[config.mk]
export PLATFORM = sky130hd
export DESIGN_NAME = pwst_ctrl
export DESIGN_NICKNAME = d
export VERILOG_FILES = /design/src/logic/pwst_ctrl.v
export VERILOG_INCLUDE_DIRS = /design/src /design/src/logic
export SDC_FILE = /design/constraint.sdc
export NUM_CORES = 1
export LEC_CHECK = 0
export BUFFER_PORTS_ARGS = -buffer_cell sky130_fd_sc_hd__buf_2
export CAP_MARGIN = 20
export CORE_ASPECT_RATIO = 1.75
export CORE_MARGIN = 2
export CORE_UTILIZATION = 35
export CTS_CLUSTER_DIAMETER = 40
export DETAILED_ROUTE_END_ITERATION = 10
export PLACE_DENSITY_LB_ADDON = 0.25
export SYNTH_ARGS = -nofsm -noshare
export SYNTH_HDL_FRONTEND = slang
export SYNTH_SLANG_ARGS = --single-unit
[constraint.sdc]
create_clock -name clock_in -period 6 [get_ports clock_in]
set_input_delay 0.9 -clock clock_in [delete_from_list [all_inputs] [get_ports clock_in]]
set_output_delay 0.9 -clock clock_in [all_outputs]
set_load 0.01 [all_outputs]
[src/logic/pwst_consts.vh]
// constants for the pwm adc trigger and supervision block
// assumes a 32-bit axi4-lite slave with word-aligned registers
`ifndef PWST_CONSTS_VH
`define PWST_CONSTS_VH

// register indices, byte address is four times the index
`define PWST_IDX_TRG_DELAY 16'ha08c
`define PWST_IDX_IRQ_CTRL 16'ha08d
`define PWST_IDX_IRQ_FLAGS 16'ha08f
`define PWST_IDX_FVR_CFG 16'ha09e
`define PWST_IDX_SSC_CFG 16'ha09f
`define PWST_IDX_IRQ_STATUS 16'ha0a0
`define PWST_IDX_IRQ_MASK 16'ha0a1

// pwm_irq_control fields
`define PWST_CTL_ARM 7
`define PWST_CTL_CHSEL_HI 6
`define PWST_CTL_CHSEL_LO 5
`define PWST_CTL_EN_HI 4

// pwm_irq_flags fields
`define PWST_FLG_BUSY 3
`define PWST_FLG_UNDER 2
`define PWST_FLG_OVER 1
`define PWST_FLG_ZERO 0

// fwd_voltage_ref_config fields
`define PWST_FVR_EN 7
`define PWST_FVR_HOLD 6

// spread_spectrum_config fields
`define PWST_SSC_EN 3

// interrupt status / mask bit order
`define PWST_EV_HOLD 4
`define PWST_EV_TRIG 3
`define PWST_EV_UNDER 2
`define PWST_EV_OVER 1
`define PWST_EV_ZERO 0

// reset values
`define PWST_RST_BYTE 8'h00
`define PWST_RST_EV 5'h00

// pwm clock enable divider, system clocks per pwm clock
`define PWST_PWM_DIV 8'h02

// axi responses
`define PWST_RESP_OKAY 2'h0
`define PWST_RESP_SLVERR 2'h2

`endif

[src/logic/pwst_ctrl.v]
// pwm-to-adc trigger, supervision flags, fwd-voltage reference and ssc reset
// assumes pwm engine and adc status signals arrive on clock_in, no crossing
//
// Decided for this implementation: the AXI4-Lite slave port.
`timescale 1ns/1ps
`default_nettype none
`include "pwst_consts.vh"

// Function
// - adc start comes (delay*2)+1 pwm clocks after each pwm period start
// - trigger arm only acts while the fwd-voltage reference enable is zero
// - software sets the arm bit; hardware clears it when the trigger fires
// - one trigger flag per colour; only software clears it
// - underrun flag sets when the trigger channel's pwm falls while adc is busy; sticky
// - overrun flag sets when adc runs past the pwm period; sticky
// - zero flag set by hardware on zero event; software clears it
// - each interrupt source requests only when its enable bit is set
// - reference enable drives the high-voltage output control, gates the turn-on pulse and blocks the trigger
// - hold flag sets when red pwm rises during temperature measurement
// - reference turn-on starts when pwm counter equals (setup+1)*16
// - ssc reset after (period+1) pwm periods and on pwm enable rising
// - spread spectrum modulation only while its enable bit is set
module pwst_ctrl (
	input wire clock_in,
	input wire rst_n_in,
	input wire [17:0] s_axi_awaddr_in,
	input wire s_axi_awvalid_in,
	output reg s_axi_awready_out,
	input wire [31:0] s_axi_wdata_in,
	input wire [3:0] s_axi_wstrb_in,
	input wire s_axi_wvalid_in,
	output reg s_axi_wready_out,
	output reg [1:0] s_axi_bresp_out,
	output reg s_axi_bvalid_out,
	input wire s_axi_bready_in,
	input wire [17:0] s_axi_araddr_in,
	input wire s_axi_arvalid_in,
	output reg s_axi_arready_out,
	output reg [31:0] s_axi_rdata_out,
	output reg [1:0] s_axi_rresp_out,
	output reg s_axi_rvalid_out,
	input wire s_axi_rready_in,
	input wire pwm_enable_in,
	input wire pwm_period_start_in,
	input wire [3:0] pwm_level_in,
	input wire [15:0] pwm_counter_in,
	input wire converter_busy_in,
	input wire zero_event_in,
	input wire temp_meas_in,
	output reg adc_start_out,
	output reg fwd_ref_turn_on_out,
	output reg fwd_ref_hv_ctrl_out,
	output reg ssc_reset_out,
	output reg ssc_active_out,
	output reg irq_out
);

	// ----------------------------------------------------------------
	// address decode
	// ----------------------------------------------------------------
	function hit;
		input [17:0] addr;
		input [15:0] idx;
		begin
			hit = (addr[17:2] == idx) && (addr[1:0] == 2'h0);
		end
	endfunction

	function mapped;
		input [17:0] addr;
		begin
			mapped = hit(addr, `PWST_IDX_TRG_DELAY) ||
				hit(addr, `PWST_IDX_IRQ_CTRL) ||
				hit(addr, `PWST_IDX_IRQ_FLAGS) ||
				hit(addr, `PWST_IDX_FVR_CFG) ||
				hit(addr, `PWST_IDX_SSC_CFG) ||
				hit(addr, `PWST_IDX_IRQ_STATUS) ||
				hit(addr, `PWST_IDX_IRQ_MASK);
		end
	endfunction

	reg [7:0] trg_delay_reg;
	reg [7:0] ctrl_reg;
	reg [7:0] flags_reg;
	reg [7:0] fvr_cfg_reg;
	reg [7:0] ssc_cfg_reg;
	reg [4:0] ev_status_reg;
	reg [4:0] ev_mask_reg;

	// ----------------------------------------------------------------
	// axi4-lite slave
	// ----------------------------------------------------------------
	reg aw_have_reg;
	reg w_have_reg;
	reg [17:0] wr_addr_reg;
	reg [7:0] wr_data_reg;
	reg wr_lane_reg;
	wire wr_fire;
	wire rd_fire;
	reg [31:0] rd_mux;

	assign wr_fire = aw_have_reg && w_have_reg && !s_axi_bvalid_out;
	assign rd_fire = s_axi_arvalid_in && s_axi_arready_out;

	always @(posedge clock_in or negedge rst_n_in) begin
		if (!rst_n_in) begin
			s_axi_awready_out <= 1'b1;
			s_axi_wready_out <= 1'b1;
			s_axi_bvalid_out <= 1'b0;
			s_axi_bresp_out <= `PWST_RESP_OKAY;
			aw_have_reg <= 1'b0;
			w_have_reg <= 1'b0;
			wr_addr_reg <= 18'h00000;
			wr_data_reg <= `PWST_RST_BYTE;
			wr_lane_reg <= 1'b0;
		end else begin
			if (s_axi_awvalid_in && s_axi_awready_out) begin
				aw_have_reg <= 1'b1;
				wr_addr_reg <= s_axi_awaddr_in;
				s_axi_awready_out <= 1'b0;
			end
			if (s_axi_wvalid_in && s_axi_wready_out) begin
				w_have_reg <= 1'b1;
				wr_data_reg <= s_axi_wdata_in[7:0];
				wr_lane_reg <= s_axi_wstrb_in[0];
				s_axi_wready_out <= 1'b0;
			end
			if (wr_fire) begin
				aw_have_reg <= 1'b0;
				w_have_reg <= 1'b0;
				s_axi_bvalid_out <= 1'b1;
				if (mapped(wr_addr_reg))
					s_axi_bresp_out <= `PWST_RESP_OKAY;
				else
					s_axi_bresp_out <= `PWST_RESP_SLVERR;
			end
			if (s_axi_bvalid_out && s_axi_bready_in) begin
				s_axi_bvalid_out <= 1'b0;
				s_axi_awready_out <= 1'b1;
				s_axi_wready_out <= 1'b1;
			end
		end
	end

	// only byte lane 0 carries register data; other lanes are ignored
	wire wr_ok;
	assign wr_ok = wr_fire && wr_lane_reg;

	always @* begin
		rd_mux = 32'h00000000;
		if (hit(s_axi_araddr_in, `PWST_IDX_TRG_DELAY))
			rd_mux[7:0] = trg_delay_reg;
		else if (hit(s_axi_araddr_in, `PWST_IDX_IRQ_CTRL))
			rd_mux[7:0] = ctrl_reg;
		else if (hit(s_axi_araddr_in, `PWST_IDX_IRQ_FLAGS))
			rd_mux[7:0] = {flags_reg[7:4], converter_busy_in,
				flags_reg[2:0]};
		else if (hit(s_axi_araddr_in, `PWST_IDX_FVR_CFG))
			rd_mux[7:0] = fvr_cfg_reg;
		else if (hit(s_axi_araddr_in, `PWST_IDX_SSC_CFG))
			rd_mux[7:0] = {4'h0, ssc_cfg_reg[3:0]};
		else if (hit(s_axi_araddr_in, `PWST_IDX_IRQ_STATUS))
			rd_mux[4:0] = ev_status_reg;
		else if (hit(s_axi_araddr_in, `PWST_IDX_IRQ_MASK))
			rd_mux[4:0] = ev_mask_reg;
	end

	always @(posedge clock_in or negedge rst_n_in) begin
		if (!rst_n_in) begin
			s_axi_arready_out <= 1'b1;
			s_axi_rvalid_out <= 1'b0;
			s_axi_rdata_out <= 32'h00000000;
			s_axi_rresp_out <= `PWST_RESP_OKAY;
		end else begin
			if (rd_fire) begin
				s_axi_arready_out <= 1'b0;
				s_axi_rvalid_out <= 1'b1;
				s_axi_rdata_out <= rd_mux;
				if (mapped(s_axi_araddr_in))
					s_axi_rresp_out <= `PWST_RESP_OKAY;
				else
					s_axi_rresp_out <= `PWST_RESP_SLVERR;
			end else if (s_axi_rvalid_out && s_axi_rready_in) begin
				s_axi_rvalid_out <= 1'b0;
				s_axi_arready_out <= 1'b1;
			end
		end
	end

	// ----------------------------------------------------------------
	// pwm clock enable and edge history
	// ----------------------------------------------------------------
	reg [7:0] div_cnt_reg;
	reg pwm_tick_reg;
	reg [3:0] lvl_prev_reg;
	reg en_prev_reg;
	reg turn_match_prev_reg;

	always @(posedge clock_in or negedge rst_n_in) begin
		if (!rst_n_in) begin
			div_cnt_reg <= 8'h00;
			pwm_tick_reg <= 1'b0;
			lvl_prev_reg <= 4'h0;
			en_prev_reg <= 1'b0;
		end else begin
			lvl_prev_reg <= pwm_level_in;
			en_prev_reg <= pwm_enable_in;
			if (div_cnt_reg == `PWST_PWM_DIV - 8'h01) begin
				div_cnt_reg <= 8'h00;
				pwm_tick_reg <= 1'b1;
			end else begin
				div_cnt_reg <= div_cnt_reg + 8'h01;
				pwm_tick_reg <= 1'b0;
			end
		end
	end

	wire en_rise;
	wire [3:0] lvl_fall;
	wire [3:0] lvl_rise;
	assign en_rise = pwm_enable_in && !en_prev_reg;
	assign lvl_fall = lvl_prev_reg & ~pwm_level_in;
	assign lvl_rise = ~lvl_prev_reg & pwm_level_in;

	// ----------------------------------------------------------------
	// adc start delay and one-shot trigger
	// ----------------------------------------------------------------
	reg [8:0] dly_cnt_reg;
	reg dly_run_reg;
	wire adc_fire;
	wire fvr_en;
	wire trig_fire;
	reg [3:0] ch_onehot;

	assign adc_fire = dly_run_reg && pwm_tick_reg && (dly_cnt_reg == 9'h001);
	assign fvr_en = fvr_cfg_reg[`PWST_FVR_EN];
	assign trig_fire = adc_fire && ctrl_reg[`PWST_CTL_ARM] && !fvr_en;

	always @* begin
		case (ctrl_reg[`PWST_CTL_CHSEL_HI:`PWST_CTL_CHSEL_LO])
		2'h0: ch_onehot = 4'h1;
		2'h1: ch_onehot = 4'h2;
		2'h2: ch_onehot = 4'h4;
		default: ch_onehot = 4'h8;
		endcase
	end

	always @(posedge clock_in or negedge rst_n_in) begin
		if (!rst_n_in) begin
			dly_cnt_reg <= 9'h000;
			dly_run_reg <= 1'b0;
			adc_start_out <= 1'b0;
		end else begin
			adc_start_out <= adc_fire;
			if (pwm_period_start_in && pwm_enable_in) begin
				dly_cnt_reg <= {trg_delay_reg, 1'b1};
				dly_run_reg <= 1'b1;
			end else if (dly_run_reg && pwm_tick_reg) begin
				dly_cnt_reg <= dly_cnt_reg - 9'h001;
				if (dly_cnt_reg == 9'h001)
					dly_run_reg <= 1'b0;
			end
		end
	end

	// ----------------------------------------------------------------
	// software registers and sticky flags
	// ----------------------------------------------------------------
	wire [7:0] flag_set;
	wire [7:0] flag_clr;
	wire hold_set;
	wire under_set;
	wire over_set;
	wire [4:0] ev_set;
	wire [4:0] ev_en;

	// underrun watches the channel the trigger is set to
	assign under_set = |(lvl_fall & ch_onehot) && converter_busy_in;
	assign over_set = pwm_period_start_in && converter_busy_in;
	assign hold_set = lvl_rise[0] && temp_meas_in;
	// white, blue, green, red from bit 7 down
	assign flag_set = {trig_fire ? {ch_onehot[3], ch_onehot[2],
		ch_onehot[1], ch_onehot[0]} : 4'h0,
		1'b0, under_set, over_set, zero_event_in};
	// writing zero clears a flag, writing one leaves it
	assign flag_clr = (wr_ok && hit(wr_addr_reg, `PWST_IDX_IRQ_FLAGS)) ?
		~wr_data_reg : 8'h00;
	assign ev_set = {hold_set, trig_fire, under_set, over_set,
		zero_event_in};
	assign ev_en = ctrl_reg[`PWST_CTL_EN_HI:0];

	always @(posedge clock_in or negedge rst_n_in) begin
		if (!rst_n_in) begin
			trg_delay_reg <= `PWST_RST_BYTE;
			ctrl_reg <= `PWST_RST_BYTE;
			flags_reg <= `PWST_RST_BYTE;
			fvr_cfg_reg <= `PWST_RST_BYTE;
			ssc_cfg_reg <= `PWST_RST_BYTE;
			ev_status_reg <= `PWST_RST_EV;
			ev_mask_reg <= `PWST_RST_EV;
		end else begin
			if (wr_ok && hit(wr_addr_reg, `PWST_IDX_TRG_DELAY))
				trg_delay_reg <= wr_data_reg;
			if (wr_ok && hit(wr_addr_reg, `PWST_IDX_IRQ_CTRL))
				ctrl_reg <= wr_data_reg;
			else if (trig_fire)
				ctrl_reg[`PWST_CTL_ARM] <= 1'b0;
			// set wins over a clear in the same cycle
			flags_reg <= (flags_reg & ~flag_clr) | flag_set;
			flags_reg[`PWST_FLG_BUSY] <= 1'b0;
			if (wr_ok && hit(wr_addr_reg, `PWST_IDX_FVR_CFG)) begin
				fvr_cfg_reg[`PWST_FVR_EN] <= wr_data_reg[`PWST_FVR_EN];
				fvr_cfg_reg[5:0] <= wr_data_reg[5:0];
				fvr_cfg_reg[`PWST_FVR_HOLD] <= hold_set ||
					(fvr_cfg_reg[`PWST_FVR_HOLD] &&
					wr_data_reg[`PWST_FVR_HOLD]);
			end else if (hold_set) begin
				fvr_cfg_reg[`PWST_FVR_HOLD] <= 1'b1;
			end
			if (wr_ok && hit(wr_addr_reg, `PWST_IDX_SSC_CFG))
				ssc_cfg_reg <= {4'h0, wr_data_reg[3:0]};
			if (wr_ok && hit(wr_addr_reg, `PWST_IDX_IRQ_MASK))
				ev_mask_reg <= wr_data_reg[4:0];
			// a read clears status, but an event in that cycle survives
			if (rd_fire && hit(s_axi_araddr_in, `PWST_IDX_IRQ_STATUS))
				ev_status_reg <= ev_set;
			else
				ev_status_reg <= ev_status_reg | ev_set;
		end
	end

	// ----------------------------------------------------------------
	// fwd-voltage reference, ssc and interrupt outputs
	// ----------------------------------------------------------------
	reg [2:0] ssc_per_cnt_reg;
	wire [10:0] turn_point;
	wire turn_match;

	assign turn_point = {1'b0, fvr_cfg_reg[5:0], 4'h0} + 11'h010;
	assign turn_match = (pwm_counter_in == {5'h00, turn_point});

	always @(posedge clock_in or negedge rst_n_in) begin
		if (!rst_n_in) begin
			turn_match_prev_reg <= 1'b0;
			fwd_ref_turn_on_out <= 1'b0;
			fwd_ref_hv_ctrl_out <= 1'b0;
			ssc_per_cnt_reg <= 3'h0;
			ssc_reset_out <= 1'b0;
			ssc_active_out <= 1'b0;
			irq_out <= 1'b0;
		end else begin
			turn_match_prev_reg <= turn_match;
			// one pulse per arrival, the counter may dwell on the value
			fwd_ref_turn_on_out <= fvr_en && turn_match &&
				!turn_match_prev_reg;
			fwd_ref_hv_ctrl_out <= fvr_en;
			ssc_active_out <= ssc_cfg_reg[`PWST_SSC_EN] &&
				pwm_enable_in;
			ssc_reset_out <= 1'b0;
			if (en_rise) begin
				ssc_per_cnt_reg <= 3'h0;
				ssc_reset_out <= 1'b1;
			end else if (pwm_period_start_in && pwm_enable_in) begin
				if (ssc_per_cnt_reg == ssc_cfg_reg[2:0]) begin
					ssc_per_cnt_reg <= 3'h0;
					ssc_reset_out <= 1'b1;
				end else begin
					ssc_per_cnt_reg <= ssc_per_cnt_reg + 3'h1;
				end
			end
			irq_out <= |(ev_status_reg & ev_mask_reg & ev_en);
		end
	end

endmodule
`default_nettype wire

## Word level (Yosys, flattened, before mapping)

Cells that the tools add are included.

| cells by class | value |
|---|---|
| reduce and logical (&&, ||, !) cells | 76 |
| eq/ne operators | 20 |
| add/sub/neg operators | 4 |
| multiplexer cells | 44 |
| bitwise operators | 12 |

Operators by type and width:

| cell | number |
|---|---|
| 16-bit equality test, second input constant | 14 |
| 8-bit two-way mux | 6 |
| 1-bit logical AND | 42 |
| 1-bit two-way mux | 25 |
| 2-bit nonzero test | 11 |
| 5-bit two-way mux | 4 |
| 9-bit two-way mux | 2 |
| 16-bit by 11-bit equality test with 1-bit output | 1 |
| 8-bit NOT | 2 |
| 1-bit logical OR | 13 |
| 4-bit one-hot mux with 3 select lines | 1 |
| 10-bit by 5-bit adder with 11-bit output, second input constant | 1 |
| 5-bit bitwise AND | 2 |
| 9-bit by 1-bit equality test with 1-bit output, second input constant | 1 |
| 3-bit two-way mux | 3 |
| 9-bit by 1-bit subtractor with 9-bit output, second input constant | 1 |
| 8-bit by 1-bit adder with 8-bit output, second input constant | 1 |
| 4-bit bitwise AND | 2 |
| 8-bit bitwise AND | 1 |
| 8-bit by 1-bit equality test with 1-bit output, second input constant | 1 |
| 8-bit OR | 1 |
| 2-bit zero test | 3 |
| 5-bit OR | 1 |
| 5-bit OR reduction | 1 |
| 12 further kinds | 16 |

| word-level totals | value |
|---|---|
| output and inout bits | 47 |
| input port bits | 104 |
| bits in registers | 125 |

## Depth between registers and ports, before layout

| logic depth | value |
|---|---|
| depth after elaboration | 9 |
| depth in mapped cells | 7 |
| gate-level depth less buffers | 7 |

## Worst setup path after synthesis

Ideal clock, no wire load.

| path | value |
|---|---|
| kind | in2reg |
| start point | in s_axi_araddr_in[3] |
| end point | reg s_axi_rdata_out[0] |
| arrival | 2283 ps |
| path buffers | 1 |
| setup slack | 3623 ps |
| stages | 5 |
| path through | buf_6 or4b_4 or3_4 o22a_1 a211oi_1 |

| on the way | value |
|---|---|
| word-level cells in the longest chain between the ends | 9 |

RTL lines:

| what | RTL line | source |
|---|---|---|
| from (decl) | pwst_ctrl.v:36 | `input wire [17:0] s_axi_araddr_in,` |
| 16-bit equality test | pwst_ctrl.v:65 | `hit = (addr[17:2] == idx) && (addr[1:0] == 2'h0);` |
| 1-bit logical AND | pwst_ctrl.v:65 |  |
| 5-bit two-way mux | pwst_ctrl.v:164 | `` else if (hit(s_axi_araddr_in, `PWST_IDX_IRQ_MASK)) `` |
| 5-bit two-way mux | pwst_ctrl.v:162 | `` else if (hit(s_axi_araddr_in, `PWST_IDX_IRQ_STATUS)) `` |
| 5-bit two-way mux | pwst_ctrl.v:160 | `` else if (hit(s_axi_araddr_in, `PWST_IDX_SSC_CFG)) `` |
| 8-bit two-way mux | pwst_ctrl.v:158 | `` else if (hit(s_axi_araddr_in, `PWST_IDX_FVR_CFG)) `` |
| 8-bit two-way mux | pwst_ctrl.v:155 | `` else if (hit(s_axi_araddr_in, `PWST_IDX_IRQ_FLAGS)) `` |
| 8-bit two-way mux | pwst_ctrl.v:153 | `` else if (hit(s_axi_araddr_in, `PWST_IDX_IRQ_CTRL)) `` |
| 8-bit two-way mux (*) | pwst_ctrl.v:151 | `` if (hit(s_axi_araddr_in, `PWST_IDX_TRG_DELAY)) `` |
| to (signal assigned) | pwst_ctrl.v:178 | `s_axi_rdata_out <= rd_mux;` |
| to (decl) | pwst_ctrl.v:39 | `output reg [31:0] s_axi_rdata_out,` |

Mark *: on every way between the ends. The rest lies on a longest branch, timed or not.
A chain may end at the register's enable or synchronous reset.

## Final worst setup path

| path | value |
|---|---|
| start point | reg wr_addr_reg[1] |
| end point | reg trg_delay_reg[7] |

| on the way | value |
|---|---|
| word-level cells in the longest chain between the ends | 3 |

RTL lines:

| what | RTL line | source |
|---|---|---|
| from (decl) | pwst_ctrl.v:95 | `reg [17:0] wr_addr_reg;` |
| from (signal assigned) | pwst_ctrl.v:119 | `wr_addr_reg <= s_axi_awaddr_in;` |
| 2-bit zero test | pwst_ctrl.v:65 |  |
| 1-bit logical AND | pwst_ctrl.v:65 |  |
| 1-bit logical AND | pwst_ctrl.v:302 | `` if (wr_ok && hit(wr_addr_reg, `PWST_IDX_TRG_DELAY)) `` |
| to (signal assigned) | pwst_ctrl.v:294 | `` trg_delay_reg <= `PWST_RST_BYTE; `` |
| to (signal assigned) | pwst_ctrl.v:303 | `trg_delay_reg <= wr_data_reg;` |
| to (decl) | pwst_ctrl.v:82 | `reg [7:0] trg_delay_reg;` |

No other way between the ends.

==> impl_metrics.ini <==
[outcome]
status = completed

[detailed_routing]
drtAntennaViolNets = 0
dr.first_iter.drc_count = 184
vias = 4395
wl_mm = 14.2
wl_per_cell_um = 16.2
post_drt_via_cell_ratio = 5.00
drc = 0
dr.pass1.iters = 4

[layout]
nFillCells = 1656
layout-drive-gt1-share = 0.317
diodes = 0
final_cell_mix = dfrtp_1 (120), buf_2 (96), mux2_2 (61), nand2_1 (40), o21ai_0 (32)
final_cell_area_um2 = 7270
area_delta_synth_final_pct = 20.9
final_common_cell = dfrtp_1
instances_no_fill = 879
largest_reg_flops = 18
nNetsFinal = 749

[hold_path]
worstHoldPathType = flip-flop to flip-flop
min_path_cells = 1
hp-start = div_cnt_reg[7]
min_to = div_cnt_reg[7]

[cts]
cts_hold_buf = 0
cts_setup_buffers = 0
cts.sinks = 123
root_buffer = clkbuf_16
path_clk_slew_ps = 50
cts_resized = 0
cts_max_level = 4
clk_path_buf_depth = 2
cts_tree = yes
cts_made_buffers = 17
worstSkewPairLatency_ps = 410

[setup_path]
reg2reg_slack_ps = 3630
path_class = flip-flop to flip-flop
max_stage_delay_ps = 560
reg2reg_from = wr_addr_reg[1]
rr_worst_depth = 5
crit_chain = nor4b_1 -> and3_1 -> nand2b_2 -> nor3_2 -> mux2_2
crit_slowest_cell = nor3_2
worstPathMaxFanout = 8
crit_path_end_kind = flip-flop
worstPathArrival_ps = 2650
cp.required_ps = 6290
regToRegEndpoint = trg_delay_reg[7]
worstSetupStartpointType = flip-flop

[floorplan]
boundaryPins = 151
rows = 63
dieWidth_um = 103
die_h_um = 177
start_util = 0.356
dieArea_um2 = 18300
coreArea_um2 = 16900

[placement]
dp_hpwl_mm = 10.8
finalWeightedCongestion = 0.815
dpl_cell_area_um2 = 6620
portBuffers = 97
dp.cells = 847

[sta]
holdWs_ps = 476
drv_slew = 0
period_minus_slack_ps = 2370
setup_viol = 0
rsz0062_at_grt = false
hold_viol = 0
worst_pin_slew_ps = 919
final.period_utilization = 0.395
setup_tns_ps = 0
fmax_mhz = 422
fin_skew_ps = 7.18
slew_headroom = 0.387

[global_route]
grt_usage = 0.165
gr-total-overflow = 0
antenna_found_initial = 0
grt_max_degree = 74
grt_pass1_wl_mm = 22.8
grt_pass1_vias = 4650

[logic_synthesis]
synth_cell_types = 63
syn_inst = 540
ys_seq_area_frac = 0.512
ys_async_sr_fraction = 1.00
synth-main-ff-cell = dfrtp_1
synth_area_um2 = 6010
synth-seq-cells = 123
synth_edf_count = 0
postSynthAreaPerCell_um2 = 11.1
ys.warnings.count = 0

[flow_run]
cap_violations = 0

[power]
p_leak_uw = 0.00336
power_density_nw_per_um2 = 366
vdd_drop_max_v = 0.000219
-- critical path, delay by kind of cell, from the launching register on --
family	cells	cell delay, ps
AND/OR/NAND/NOR	4	1460
multiplexers	1	410
flip-flops	1	380
-- kinds of logic (layout without fill, tap and decap cells) --
| logic type | count (synthesis) | in the layout | share of synthesized area |
|---|---|---|---|
| AND/OR/NAND/NOR | 172 | 172 | 0.165 |
| adder cells (fa/ha/maj) | 6 | 6 | 0.0125 |
| XOR/XNOR | 23 | 23 | 0.0335 |
| buffers and inverters | 59 | 146 | 0.0545 |
| multiplexers | 71 | 71 | 0.131 |
| AO/OA/AOI/OAI | 85 | 85 | 0.0903 |
| flip-flops | 123 | 123 | 0.512 |
| other | 1 | 26 | 0.000624 |
-- layer usage --
layer,up-vias,global-route usage,routed length (µm),share of wire
met5,-,0,0,0
met4,0,0.0630,244,0.017
met3,17,0.0390,764,0.054
met2,149,0.305,7800,0.55
met1,2143,0.174,5430,0.38
li1,2086,-,-,-
-- power by group --
group / leakage [µW] / internal [µW] / switching (µW) / total, µW
sequential: 0.00156 / 994 / 157 / 1150
combinational: 0.00150 / 204 / 191 / 395
clock: 0.000306 / 739 / 376 / 1110
total: 0.00336 / 1940 / 724 / 2660
-- area by class of cell --
| cell class | instances | area, µm² | share of cell area |
|---|---|---|---|
| clock inverter | 14 | 221 | 0.0305 |
| clock buffer | 18 | 429 | 0.0590 |
| timing repair buffer | 98 | 495 | 0.0682 |
| multi-input combinational | 383 | 2700 | 0.371 |
| tap | 227 | 284 | 0.0391 |
| sequential | 123 | 3080 | 0.424 |
| inverter | 16 | 60.1 | 0.00826 |
-- cell usage after synthesis, types with 3 or more instances --
cell / count / share of area
mux2i_1: 10 / 0.017
inv_1: 16 / 0.010
ha_1: 6 / 0.012
nand4_1: 6 / 0.0062
buf_4: 26 / 0.032
a211oi_1: 5 / 0.0062
a31oi_1: 8 / 0.0083
a21oi_1: 13 / 0.011
clkbuf_1: 14 / 0.0087
nand2_1: 40 / 0.025
nor2b_1: 8 / 0.0083
mux2_2: 61 / 0.11
and2_1: 12 / 0.012
o22a_1: 3 / 0.0044
o21ai_0: 32 / 0.027
nand2b_1: 5 / 0.0052
a21o_1: 5 / 0.0062
nor4b_1: 6 / 0.0087
dfstp_2: 3 / 0.013
nor4bb_1: 4 / 0.0067
and3_1: 5 / 0.0052
nor2_1: 21 / 0.013
xor2_1: 8 / 0.012
dfrtp_1: 120 / 0.50
a32o_1: 3 / 0.0050
nor3_1: 14 / 0.012
nand3_1: 19 / 0.016
xnor2_1: 15 / 0.022
nor4_1: 7 / 0.0073
or2_2: 3 / 0.0031
a32oi_1: 3 / 0.0044
-- worst max-delay path by stage --
| stage | startpoint | cells past startpoint | end |
|---|---|---|---|
| 2_1_floorplan | s_axi_araddr_in[3] | 5 | s_axi_rdata_out[0] |
| 3_3_place_gp | s_axi_araddr_in[8] | 6 | s_axi_rdata_out[2] |
| 3_5_place_dp | s_axi_araddr_in[16] | 6 | s_axi_rdata_out[3] |
| 4_1_cts | wr_addr_reg[16] | 5 | trg_delay_reg[7] |
| 5_1_grt | wr_addr_reg[16] | 5 | trg_delay_reg[7] |
| 6_report | wr_addr_reg[1] | 5 | trg_delay_reg[7] |
-- stage by stage --
step	total power (µW)	setup slack [ps]	utilization
final	2660	3630	0.431
after floorplan	1400	3620	-
after global placement	1540	3330	0.392
after global routing	2800	3450	0.431
after CTS	2690	3610	0.431
after detailed placement	1570	3300	0.392
(Power assumes the default switching activity.)
